File: config.mk
export PLATFORM = sky130hd
export DESIGN_NAME = irq_controller
export DESIGN_NICKNAME = d
export VERILOG_FILES = /design/src/common/irq_pkg.sv /design/src/ext_edge_detect.sv /design/src/irq_controller.sv
export SDC_FILE = /design/constraint.sdc
export NUM_CORES = 1
export LEC_CHECK = 0
export BUFFER_PORTS_ARGS = -buffer_cell sky130_fd_sc_hd__buf_2
export CORE_MARGIN = 1
export CORE_UTILIZATION = 47
export CTS_BUF_LIST = sky130_fd_sc_hd__clkbuf_4
export DETAILED_ROUTE_END_ITERATION = 16
export GPL_ROUTABILITY_DRIVEN = 0
export GPL_TIMING_DRIVEN = 0
export MAX_ROUTING_LAYER = met4
export PLACE_DENSITY_LB_ADDON = 0.25
export SYNTH_ARGS = -nofsm -noshare
export SYNTH_HDL_FRONTEND = slang
export SYNTH_HIERARCHICAL = 1
export SYNTH_SLANG_ARGS = --single-unit
File: constraint.sdc
create_clock -name pclk -period 2.2 [get_ports pclk]
set_input_delay 0.22 -clock pclk [delete_from_list [all_inputs] [get_ports pclk]]
set_output_delay 0.22 -clock pclk [all_outputs]
set_load 0.03 [all_outputs]
File: src/common/irq_pkg.sv
// constants shared by the interrupt controller and its pin edge detector
package irq_pkg;

  // register byte offsets on the apb bus
  localparam logic [7:0] OFS_CTRL_FIRST = 8'h00;
  localparam logic [7:0] OFS_EDGE_SEL = 8'h04;
  localparam logic [7:0] OFS_CTRL_TWO = 8'h08;
  localparam logic [7:0] OFS_CTRL_THREE = 8'h0c;
  localparam logic [7:0] OFS_STATUS = 8'h10;

  // word index of each register (offset / 4)
  localparam int REG_FIRST = 0;
  localparam int REG_EDGE = 1;
  localparam int REG_TWO = 2;
  localparam int REG_THREE = 3;
  localparam int REG_STATUS = 4;
  localparam int NUM_REG = 5;

  localparam int REG_W = 8;
  localparam logic [7:0] REG_RESET = 8'h00;

  // sources; a lower index has the higher priority
  localparam int NUM_SRC = 6;
  localparam int SRC_W = 3;
  localparam int SRC_EXT = 0;
  localparam int SRC_TBASE0 = 1;
  localparam int SRC_EEPROM = 2;
  localparam int SRC_CMPA = 3;
  localparam int SRC_CMPP = 4;
  localparam int SRC_TBASE1 = 5;

  // register holding each source's flag and enable, and the bit positions
  localparam int SRC_REG [NUM_SRC] = '{0, 2, 2, 2, 2, 3};
  localparam int FLAG_POS [NUM_SRC] = '{4, 7, 6, 5, 4, 4};
  localparam int EN_POS [NUM_SRC] = '{1, 3, 2, 1, 0, 0};
  localparam int GIE_POS = 0;

  // edge select field, low two bits of the edge register
  localparam int EDGE_LSB = 0;
  localparam logic [1:0] EDGE_OFF = 2'h0;
  localparam logic [1:0] EDGE_RISE = 2'h1;
  localparam logic [1:0] EDGE_FALL = 2'h2;
  localparam logic [1:0] EDGE_BOTH = 2'h3;

  // status register bits
  localparam int ST_WAKE = 0;
  localparam int ST_STACK_FULL = 1;
  localparam int ST_SRC_LSB = 4;

  // vector addresses, one distinct word per source
  localparam int PC_W = 13;
  localparam logic [12:0] VEC_ADDR [NUM_SRC] =
    '{13'h0004, 13'h0008, 13'h000c, 13'h0010, 13'h0014, 13'h0018};

endpackage : irq_pkg

File: src/ext_edge_detect.sv
// edge detector for the external interrupt pin
`timescale 1ns/1ps

module ext_edge_detect (
  input wire logic pclk,
  input wire logic presetn,
  input wire logic pin_level,
  input wire logic [1:0] edge_sel,
  output logic edge_evt
);

  logic prev_ff;
  logic armed_ff;
  logic rise;
  logic fall;

  // no edge is reported on the first sample after reset, so a pulled-up
  // pin does not fire a false rising edge
  always_ff @(posedge pclk or negedge presetn) begin
    if (!presetn) begin
      prev_ff <= 1'b0;
      armed_ff <= 1'b0;
    end else begin
      prev_ff <= pin_level;
      armed_ff <= 1'b1;
    end
  end

  assign rise = armed_ff && pin_level && !prev_ff;
  assign fall = armed_ff && !pin_level && prev_ff;

  always_comb begin
    case (edge_sel)
      irq_pkg::EDGE_RISE: edge_evt = rise;
      irq_pkg::EDGE_FALL: edge_evt = fall;
      irq_pkg::EDGE_BOTH: edge_evt = rise || fall;
      default: edge_evt = 1'b0;
    endcase
  end

  a_edge_off_quiet: assert property (
    @(posedge pclk) disable iff (!presetn)
    edge_sel == irq_pkg::EDGE_OFF |-> !edge_evt)
    else $error("edge event while edge select is off");

  a_edge_rise_seen: assert property (
    @(posedge pclk) disable iff (!presetn)
    (edge_sel == irq_pkg::EDGE_RISE && $rose(pin_level) && armed_ff)
      |-> edge_evt)
    else $error("rising edge missed");

endmodule : ext_edge_detect

File: src/irq_controller.sv
// interrupt controller: flags, enables, priority, vectoring, apb registers
`timescale 1ns/1ps

// How it works
// - ext two register: time base 0 flag bit 7, enable bit 3
// - ext two register: eeprom flag bit 6, enable bit 2
// - ext two register: comparator a flag bit 5, enable bit 1
// - ext two register: comparator p flag bit 4, enable bit 0
// - ext three register: time base 1 flag bit 4, enable bit 0, rest zero
// - an event sets its flag whatever its enable says
// - a flag whose enable is low never causes a vector jump
// - global enable low suppresses every interrupt
// - taking an interrupt pushes next pc and loads the source vector
// - return from interrupt pops the saved pc
// - each source has its own distinct vector
// - servicing clears the global enable, so no nesting until software sets it again
// - flags still set and hold while interrupts are blocked
// - no interrupt is acknowledged while the stack is full
// - simultaneous requests are served in a fixed priority order
// - any set flag wakes the device from sleep or idle
// - selected edge on the external pin sets the external flag
// - servicing the external interrupt clears its flag
// - edge select offers rising, falling, both, or disabled
// - pull-high selection stays in force on the external pin
// - edge field: 00 off, 01 rise, 10 fall, 11 both
// - first register: global enable bit 0, pin enable 1, pin flag 4
module irq_controller (
  input wire logic pclk,
  input wire logic presetn,
  input wire logic psel,
  input wire logic penable,
  input wire logic pwrite,
  input wire logic [7:0] paddr,
  input wire logic [31:0] pwdata,
  output logic [31:0] prdata_ff,
  output logic pready_ff,
  output logic pslverr_ff,
  input wire logic ext_pin_level,
  input wire logic pull_high_sel,
  output logic pull_high_en_ff,
  input wire logic tbase0_evt,
  input wire logic eeprom_evt,
  input wire logic cmpa_evt,
  input wire logic cmpp_evt,
  input wire logic tbase1_evt,
  input wire logic core_boundary,
  input wire logic stack_full,
  input wire logic [irq_pkg::PC_W-1:0] next_pc,
  input wire logic return_from_irq_instr,
  output logic irq_take_ff,
  output logic [irq_pkg::PC_W-1:0] irq_vector_ff,
  output logic [irq_pkg::PC_W-1:0] push_pc_ff,
  output logic stack_pop_ff,
  output logic wake_ff
);

  localparam int NS = irq_pkg::NUM_SRC;
  localparam int SW = irq_pkg::SRC_W;

  logic [NS-1:0] flag_ff;
  logic [NS-1:0] en_ff;
  logic gie_ff;
  logic [1:0] edge_sel_ff;
  logic [SW-1:0] irq_src_ff;
  logic stack_full_seen_ff;

  logic [NS-1:0] src_evt;
  logic ext_evt;
  logic [NS-1:0] pend;
  logic any_pend;
  logic [SW-1:0] take_idx;
  logic take;
  logic xfer_done;
  logic wr_done;
  logic [2:0] reg_sel;
  logic mapped;
  logic [irq_pkg::REG_W-1:0] rd_reg [irq_pkg::NUM_REG];

  ////////////////////////////////////////////////////////////////////////
  // external pin

  ext_edge_detect u_edge (
    .pclk(pclk),
    .presetn(presetn),
    .pin_level(ext_pin_level),
    .edge_sel(edge_sel_ff),
    .edge_evt(ext_evt)
  );

  assign src_evt = {tbase1_evt, cmpp_evt, cmpa_evt, eeprom_evt, tbase0_evt,
                    ext_evt};

  // pull-high keeps working while the pin serves as interrupt input
  always_ff @(posedge pclk or negedge presetn) begin
    if (!presetn) begin
      pull_high_en_ff <= 1'b0;
    end else begin
      pull_high_en_ff <= pull_high_sel;
    end
  end

  ////////////////////////////////////////////////////////////////////////
  // apb slave: one wait state, writes land at the completing edge

  assign xfer_done = psel && penable && pready_ff;
  // refused addresses must not alias onto a register through paddr[4:2]
  assign wr_done = xfer_done && pwrite && mapped;
  assign reg_sel = paddr[4:2];
  assign mapped = (paddr[1:0] == 2'h0) && (paddr[7:5] == 3'h0) &&
                  (reg_sel < 3'(irq_pkg::NUM_REG));

  always_ff @(posedge pclk or negedge presetn) begin
    if (!presetn) begin
      pready_ff <= 1'b0;
      pslverr_ff <= 1'b0;
      prdata_ff <= 32'h0000_0000;
    end else begin
      pready_ff <= psel && penable && !pready_ff;
      pslverr_ff <= psel && penable && !pready_ff && !mapped;
      if (psel && penable && !pready_ff && !pwrite && mapped) begin
        prdata_ff <= {24'h00_0000, rd_reg[reg_sel]};
      end else begin
        prdata_ff <= 32'h0000_0000;
      end
    end
  end

  // read view; unimplemented bits stay zero
  always_comb begin
    for (int r = 0; r < irq_pkg::NUM_REG; r++) begin
      rd_reg[r] = 8'h00;
    end
    for (int i = 0; i < NS; i++) begin
      rd_reg[irq_pkg::SRC_REG[i]][irq_pkg::FLAG_POS[i]] = flag_ff[i];
      rd_reg[irq_pkg::SRC_REG[i]][irq_pkg::EN_POS[i]] = en_ff[i];
    end
    rd_reg[irq_pkg::REG_FIRST][irq_pkg::GIE_POS] = gie_ff;
    rd_reg[irq_pkg::REG_EDGE][irq_pkg::EDGE_LSB +: 2] = edge_sel_ff;
    rd_reg[irq_pkg::REG_STATUS][irq_pkg::ST_WAKE] = wake_ff;
    rd_reg[irq_pkg::REG_STATUS][irq_pkg::ST_STACK_FULL] = stack_full_seen_ff;
    rd_reg[irq_pkg::REG_STATUS][irq_pkg::ST_SRC_LSB +: SW] = irq_src_ff;
  end

  ////////////////////////////////////////////////////////////////////////
  // per-source flags and enables

  for (genvar i = 0; i < NS; i++) begin : g_src
    logic wr_hit;
    assign wr_hit = wr_done && (reg_sel == 3'(irq_pkg::SRC_REG[i]));

    // event beats both software clear and service clear, so none is lost
    always_ff @(posedge pclk or negedge presetn) begin
      if (!presetn) begin
        flag_ff[i] <= 1'b0;
      end else if (src_evt[i]) begin
        flag_ff[i] <= 1'b1;
      end else if (wr_hit) begin
        flag_ff[i] <= pwdata[irq_pkg::FLAG_POS[i]];
      end else if (take && take_idx == SW'(i)) begin
        flag_ff[i] <= 1'b0;
      end
    end

    always_ff @(posedge pclk or negedge presetn) begin
      if (!presetn) begin
        en_ff[i] <= 1'b0;
      end else if (wr_hit) begin
        en_ff[i] <= pwdata[irq_pkg::EN_POS[i]];
      end
    end
  end

  always_ff @(posedge pclk or negedge presetn) begin
    if (!presetn) begin
      edge_sel_ff <= irq_pkg::EDGE_OFF;
    end else if (wr_done && reg_sel == 3'(irq_pkg::REG_EDGE)) begin
      edge_sel_ff <= pwdata[irq_pkg::EDGE_LSB +: 2];
    end
  end

  // service wins over a write in the same cycle to keep nesting out
  always_ff @(posedge pclk or negedge presetn) begin
    if (!presetn) begin
      gie_ff <= 1'b0;
    end else if (take) begin
      gie_ff <= 1'b0;
    end else if (wr_done && reg_sel == 3'(irq_pkg::REG_FIRST)) begin
      gie_ff <= pwdata[irq_pkg::GIE_POS];
    end
  end

  ////////////////////////////////////////////////////////////////////////
  // arbitration and vectoring

  assign pend = flag_ff & en_ff;

  always_comb begin
    any_pend = 1'b0;
    take_idx = '0;
    for (int i = NS - 1; i >= 0; i--) begin
      if (pend[i]) begin
        any_pend = 1'b1;
        take_idx = SW'(i);
      end
    end
  end

  assign take = core_boundary && gie_ff && !stack_full && any_pend;

  always_ff @(posedge pclk or negedge presetn) begin
    if (!presetn) begin
      irq_take_ff <= 1'b0;
      irq_vector_ff <= '0;
      push_pc_ff <= '0;
      irq_src_ff <= '0;
    end else begin
      irq_take_ff <= take;
      if (take) begin
        irq_vector_ff <= irq_pkg::VEC_ADDR[take_idx];
        push_pc_ff <= next_pc;
        irq_src_ff <= take_idx;
      end
    end
  end

  always_ff @(posedge pclk or negedge presetn) begin
    if (!presetn) begin
      stack_pop_ff <= 1'b0;
    end else begin
      stack_pop_ff <= return_from_irq_instr;
    end
  end

  // any flag wakes, enabled or not
  always_ff @(posedge pclk or negedge presetn) begin
    if (!presetn) begin
      wake_ff <= 1'b0;
      stack_full_seen_ff <= 1'b0;
    end else begin
      wake_ff <= |flag_ff;
      stack_full_seen_ff <= stack_full && gie_ff && any_pend;
    end
  end

  ////////////////////////////////////////////////////////////////////////
  // assertions

  a_take_needs_gie: assert property (
    @(posedge pclk) disable iff (!presetn)
    irq_take_ff |-> $past(gie_ff) && $past(core_boundary))
    else $error("interrupt taken with global enable low");

  a_take_needs_en: assert property (
    @(posedge pclk) disable iff (!presetn)
    irq_take_ff |-> |($past(pend) & (NS'(1) << irq_src_ff)))
    else $error("interrupt taken for a disabled source");

  a_stack_full_block: assert property (
    @(posedge pclk) disable iff (!presetn)
    stack_full |=> !irq_take_ff)
    else $error("interrupt taken while stack full");

  a_gie_cleared: assert property (
    @(posedge pclk) disable iff (!presetn)
    irq_take_ff |-> !gie_ff)
    else $error("global enable still set after service");

  a_flag_cleared: assert property (
    @(posedge pclk) disable iff (!presetn)
    irq_take_ff && !(|($past(src_evt) & (NS'(1) << irq_src_ff)))
      |-> !flag_ff[irq_src_ff])
    else $error("serviced flag not cleared");

  a_event_sets_flag: assert property (
    @(posedge pclk) disable iff (!presetn)
    |src_evt |=> (flag_ff & $past(src_evt)) == $past(src_evt))
    else $error("event did not set its flag");

  a_vector_match: assert property (
    @(posedge pclk) disable iff (!presetn)
    irq_take_ff |-> irq_vector_ff == irq_pkg::VEC_ADDR[irq_src_ff]
                    && push_pc_ff == $past(next_pc))
    else $error("wrong vector or pushed pc");

  a_priority_held: assert property (
    @(posedge pclk) disable iff (!presetn)
    irq_take_ff |-> ($past(pend) & ((NS'(1) << irq_src_ff) - NS'(1))) == '0)
    else $error("lower priority source served first");

  a_wake_follows: assert property (
    @(posedge pclk) disable iff (!presetn)
    |flag_ff |=> wake_ff)
    else $error("set flag did not raise wake");

  a_pop_on_return: assert property (
    @(posedge pclk) disable iff (!presetn)
    return_from_irq_instr |=> stack_pop_ff)
    else $error("return did not pop");

  a_three_reserved: assert property (
    @(posedge pclk) disable iff (!presetn)
    (rd_reg[irq_pkg::REG_THREE] & 8'hee) == 8'h00)
    else $error("reserved bits of ext three not zero");

  c_take: cover property (@(posedge pclk) disable iff (!presetn)
    irq_take_ff);
  c_blocked_full: cover property (@(posedge pclk) disable iff (!presetn)
    gie_ff && any_pend && core_boundary && stack_full);
  c_ext_taken: cover property (@(posedge pclk) disable iff (!presetn)
    irq_take_ff && irq_src_ff == SW'(irq_pkg::SRC_EXT));
  c_nest: cover property (@(posedge pclk) disable iff (!presetn)
    irq_take_ff ##[1:20] irq_take_ff);

endmodule : irq_controller

* Yosys cells after proc, flatten, opt, wreduce, memory -nomap -nowiden *
Memories as Yosys holds them, arrays and structs flattened. A register that Yosys moved wholly into a read port is not among the register bits.
Cells that the tools add are included.

word-level totals
  memory bits (read-only) = 104
  logic and storage cells = 129
  bits of input ports = 68
  output and inout port bits = 64
  memories kept = 1
  bits in registers = 72

memory list
  name              words  width  rd ports  clocked after Yosys merged registers in  wr ports  line                   RTL
  (name not given)  8      13     1         1                                        0         irq_controller.sv:219  irq_vector_ff <= irq_pkg::VEC_ADDR[take_idx];

operators by class
  equal/unequal tests = 11
  reduce and logical (&&, ||, !) cells = 49
  order comparisons = 2
  multiplexer cells = 37
  bitwise gates (word level) = 3

operators by type and width
  operator              number
  $logic_and A1 B1 Y1   29
  $mux W1               26
  $bmux W8 S3           1
  $mux W8               3
  $mux W3               6
  $reduce_bool A3 Y1    6
  $eq A3 B2 Y1 const B  4
  $logic_not A3 Y1      3
  $not A3 Y4            2
  $logic_not A1 Y1      7
  $and A6 B6 Y6         1
  $eq A3 B1 Y1 const B  2
  $eq A3 B3 Y1 const B  2
  $reduce_or A6 Y1      1
  $eq A2 B2 Y1 const B  2
  $ge A4 B4 Y1 const B  1
  $lt A3 B3 Y1 const B  1
  $pmux W1 S3           1
  $eq A2 B1 Y1 const B  1
  $logic_not A2 Y1      1
  $reduce_bool A2 Y1    1
  $logic_or A1 B1 Y1    1

* Longest topological paths before layout *
  depth after elaboration = 12
  gate-level depth with buffers = 8
  depth with buffers taken out = 8

* By module *
Netlist, hierarchy kept.

modules (own cells, without submodules)
  module           cells an instance  area each (sq um)  seq. area each (sq um)  times used
  irq_controller   227                2524.9             1226.2                  1
  ext_edge_detect  6                  75.1               50.0                    1

* Least setup slack after synthesis *
OpenSTA, ideal clock, no wires.

  path kind = register to register
  from = reg pready_ff
  to = reg edge_sel_ff[0]
  buffers on the path = 0
  slack = 0.558 ns
  setup time = 0.125 ns
  required time = 2.075 ns
  arrival = 1.517 ns
  stages on the path, launching flop included = 5
  path through = dfrtp_1 -> and4_1 -> and3_4 -> and3b_1 -> mux2_2

on the way
  cells in the longest elaborated chain, start to end = 4

RTL lines
  item                              line                   RTL
  start: declaration                irq_controller.sv:36   output logic pready_ff,
  start signal: assignment          irq_controller.sv:118  pready_ff <= psel && penable && !pready_ff;
  $logic_and A1 B1 Y1               irq_controller.sv:105  assign xfer_done = psel && penable && pready_ff;
  $logic_and A1 B1 Y1 (2 in a row)  irq_controller.sv:107  assign wr_done = xfer_done && pwrite && mapped;
  $logic_and A1 B1 Y1               irq_controller.sv:176  end else if (wr_done && reg_sel == 3'(irq_pkg::REG_EDGE)) begin
  end signal: assignment            irq_controller.sv:175  edge_sel_ff <= irq_pkg::EDGE_OFF;
  end signal: assignment            irq_controller.sv:177  edge_sel_ff <= pwdata[irq_pkg::EDGE_LSB +: 2];
  end: declaration                  irq_controller.sv:63   logic [1:0] edge_sel_ff;

No other way between the ends.
A chain may end at the register's enable or synchronous reset.

* Worst setup path in the final report *
  from = reg flag_ff[3]
  to = reg flag_ff[4]

on the way
  cells in the longest elaborated chain, start to end = 8
  elaborated cells on any way between the ends = 13
  classes of those cells = eq/ne (1); mux (8); bitwise (1); reduce/logical (3)

RTL lines
  item                                                        line                                          RTL
  start: declaration                                          irq_controller.sv:60                          logic [NS-1:0] flag_ff;
  start signal: indexed assignment                            irq_controller.sv:158                         flag_ff[i] <= pwdata[irq_pkg::FLAG_POS[i]];
  $and A6 B6 Y6 *                                             irq_controller.sv:195                         assign pend = flag_ff & en_ff;
  $mux W3 / $mux W1 (equally long branches) (4 in a row)      irq_controller.sv:201                         if (pend[i]) begin
  $eq A3 B3 Y1 / $logic_and A1 B1 Y1 (equally long branches)  irq_controller.sv:159, irq_controller.sv:208
  $logic_and A1 B1 Y1 *                                       irq_controller.sv:159                         end else if (take && take_idx == SW'(i)) begin
  $reduce_bool A3 Y1 (no source line) *                       n/a

Mark *: on every way between the ends. The rest lies on a longest branch, timed or not.

==> results.toml <==
[run_status]
status = "finished clean"

[logic_synthesis]
yosysSeqAreaShare_pct = 49.09
ys_types = 46
syn_area_um2 = 2600
synth_edf_count = 0
synthTopCellsByArea = "dfrtp_1 (49%), buf_4 (10%), mux2_2 (8.2%)"
synth_top_area_share_pct = 49.09
ys_ff_latch = 51
async_flop_share_pct = 100.0
synthFlopType = "dfrtp_1"
netlist_instances = 233
avgSynthCellArea_um2 = 11.16
synth_area_leader_cell = "dfrtp_1"
synth_warnings = 6

[drt]
first_pass_iters = 4
detail-route-antenna-nets = 0
wl_per_cell_um = 12.31
drtIter0Drc = 105
vias = 1956
vias_per_cell = 4.657
drt-total-wl_um = 5169
drc = 0

[sta]
fin_crit_sh_pct = 88.26
fin_crit_ps = 1942
fin_skew_ps = 19.42
max_slew_margin_pct = 26.69
fmax_mhz = 515.0
hold_viol = 0
tns_ps = 0
drv_slew = 0
rsz0062_at_grt = "no"
worst_pin_slew_ps = 1100
setup_violations = 0

[setup_path]
crit_slowest_cell = "o21ai_0"
crit_path_end_kind = "flop"
required_ps = 2450
endpoint = "flag_ff[4]$_DFFE_PN0P_"
critPathLaunchType = "flop"
path_cells = "nand2_1 > nand2_1 > o21ai_0 > ha_1 > a211oi_1 > a211o_1"
crit_path_max_incr_delay_ps = 590
r2r_end = "flag_ff[4]$_DFFE_PN0P_"
path_max_fanout = 6
worstPathArrival_ps = 2200
r2r_start = "flag_ff[3]$_DFFE_PN0P_"
reg2reg_slack_ps = 260
crit_start = "flag_ff[3]$_DFFE_PN0P_"
crit_top_cell = "nand2_1"
rr_worst_depth = 6
crit_type = "flop to flop"

[global_routing]
grt_max_degree = 52
grt_pass1_wl_um = 8776
track_usage_pct = 19.53
grt.overflow.total = 0
antenna_found_initial = 0
grt_pass1_vias = 1914

[place]
dpl.hpwl_um = 3946
place_area_um2 = 3177
io_buffer_count = 73

[clock_network]
worstSkewPairLatency_ps = 370
htree_num_levels = 2
clock_sinks = 51
clockBufferDepth = 2
cts_resized = 0
cts_tree = "built"
cts_root_buf = "clkbuf_4"
path_clk_slew_ps = 150
cts_buffers = 5

[pwr]
powerDensity_nw_per_um2 = 528.2
p_leak_nw = 1.803
power.total_mw = 1.738
peakVddDrop_mv = 0.3083

[finish]
fillers = 457
area_growth_syn_to_layout_pct = 26.56
finish.utilization_pct = 63.22
drive_gt1_share_pct = 42.86
diodes = 0
nets = 421
fin_area_um2 = 3291

[die]
coreArea_um2 = 5205
die_x_um = 76.38
fp-row-count = 26
die_area_um2 = 5833
start_util_pct = 49.95
io_pins = 132
die_h_um = 76.38

[job]
cap_violations = 0

[hold_path]
hold_class = "primary input to flop"
==> how the worst min path moves through the flow <==
stage | startpoint | endpoint | cells past startpoint
detailed placement | pull_high_sel | pull_high_en_ff$_DFF_PN0_ | 1
finish | eeprom_evt | flag_ff[2]$_DFFE_PN0P_ | 3
floorplan | presetn | edge_sel_ff[0]$_DFFE_PN0P_ | 0
global route | eeprom_evt | flag_ff[2]$_DFFE_PN0P_ | 3
global placement | return_from_irq_instr | stack_pop_ff$_DFF_PN0_ | 1
CTS | eeprom_evt | flag_ff[2]$_DFFE_PN0P_ | 3
==> cell type report <==
cell class | instances | area, um2 | share of cell area (%)
clock buffers | 5 | 37.54 | 1.141
repair buffers | 76 | 395.4 | 12.02
plain buffers | 40 | 296.5 | 9.011
well taps | 70 | 87.58 | 2.662
flip-flops and latches | 51 | 1276 | 38.78
inverters | 11 | 41.29 | 1.255
clock inverters | 3 | 46.29 | 1.407
multi-input cells | 164 | 1110 | 33.73
==> placed cells by master, fill, tap and decap left out, types with 2 or more instances in the layout <==
cell / instances
buf_2: 77
dfrtp_1: 51
buf_4: 35
conb_1: 35
nand2_1: 27
mux2_2: 19
inv_1: 11
a22oi_1: 6
nor2_1: 6
a21oi_1: 5
o21ai_0: 5
clkbuf_4: 5
nand3_1: 4
mux2i_1: 4
o211ai_1: 4
ha_1: 4
nand2b_1: 3
nor2b_1: 3
and2_1: 3
nand3b_1: 3
and4_1: 3
dlygate4sd3_1: 3
nor4_4: 2
and2_2: 2
a31oi_1: 2
nand4_1: 2
nand4b_1: 2
==> kinds of logic (layout without fill, tap and decap cells) <==
family	count (synthesis)	in the layout	share of synthesized area (%)
flops	51	51	49.09
buf+inv	51	135	12.99
fa+ha+maj	4	4	1.925
compound gates	34	34	9.240
simple gates	68	68	16.70
mux	23	23	9.769
other cells	2	35	0.2888
==> stage by stage <==
| stage | cells | setup WS, ps | hold slack, ps |
|---|---|---|---|
| after floorplan | 266 | 558.3 | -75.59 |
| after global placement | 409 | 340.3 | 331.1 |
| after detailed placement | 409 | 297.1 | 329.3 |
| after CTS | 420 | 278.0 | 17.32 |
| after global routing | 420 | 81.43 | 13.42 |
| final | 420 | 258.3 | 37.94 |
==> layer usage <==
metal	track usage (%)	wire length, um	vias up
met5	-	0	-
met4	8.077	103	0
met3	2.515	288	11
li1	-	-	974
met2	34.23	2715	76
met1	22.56	2061	895
==> power by group <==
| group | internal, mW | leakage (nW) | switching (mW) | total [mW] |
|---|---|---|---|---|
| clock network | 0.243 | 0.0418 | 0.298 | 0.541 |
| registers | 0.945 | 0.660 | 0.00403 | 0.949 |
| logic | 0.0948 | 1.10 | 0.153 | 0.248 |
| total | 1.28 | 1.80 | 0.455 | 1.74 |
==> synth_stat cells (2+ instances only) <==
master    count
a21oi_1       5
a22oi_1       6
a31oi_1       2
and2_1        3
and2_2        2
and4_1        3
buf_2         4
buf_4        35
conb_1        2
dfrtp_1      51
ha_1          4
inv_1        11
mux2_2       19
mux2i_1       4
nand2_1      27
nand2b_1      3
nand3_1       4
nand3b_1      3
nand4_1       2
nand4b_1      2
nor2_1        6
nor2b_1       3
nor4_4        2
o211ai_1      4
o21ai_0       5
==> state kept, by name, indices dropped and copies added (netlist names), 2 cells and up <==
| signal | count |
|---|---|
| en_ff | 6 |
| irq_src_ff | 3 |
| edge_sel_ff | 2 |
| push_pc_ff | 13 |
| irq_vector_ff | 3 |
| flag_ff | 6 |
| prdata_ff | 8 |
==> timing repair <==
item / 4_1_cts / 5_1_grt
setup buffers: 0 / 0
endpoints found under the hold margin: 3 / 0
setup endpoints to repair: 0 / 0
hold buffers: 3 / 0
==> worst max-delay path, delay by kind of cell (launching register included) <==
kind	cells	cell delay, ps
AOI/OAI and AO/OA	3	930
adders and majority gates	1	290
DFF	1	480
and+or+nand+nor	2	150
No activity file was read; power rests on OpenSTA's default activity.
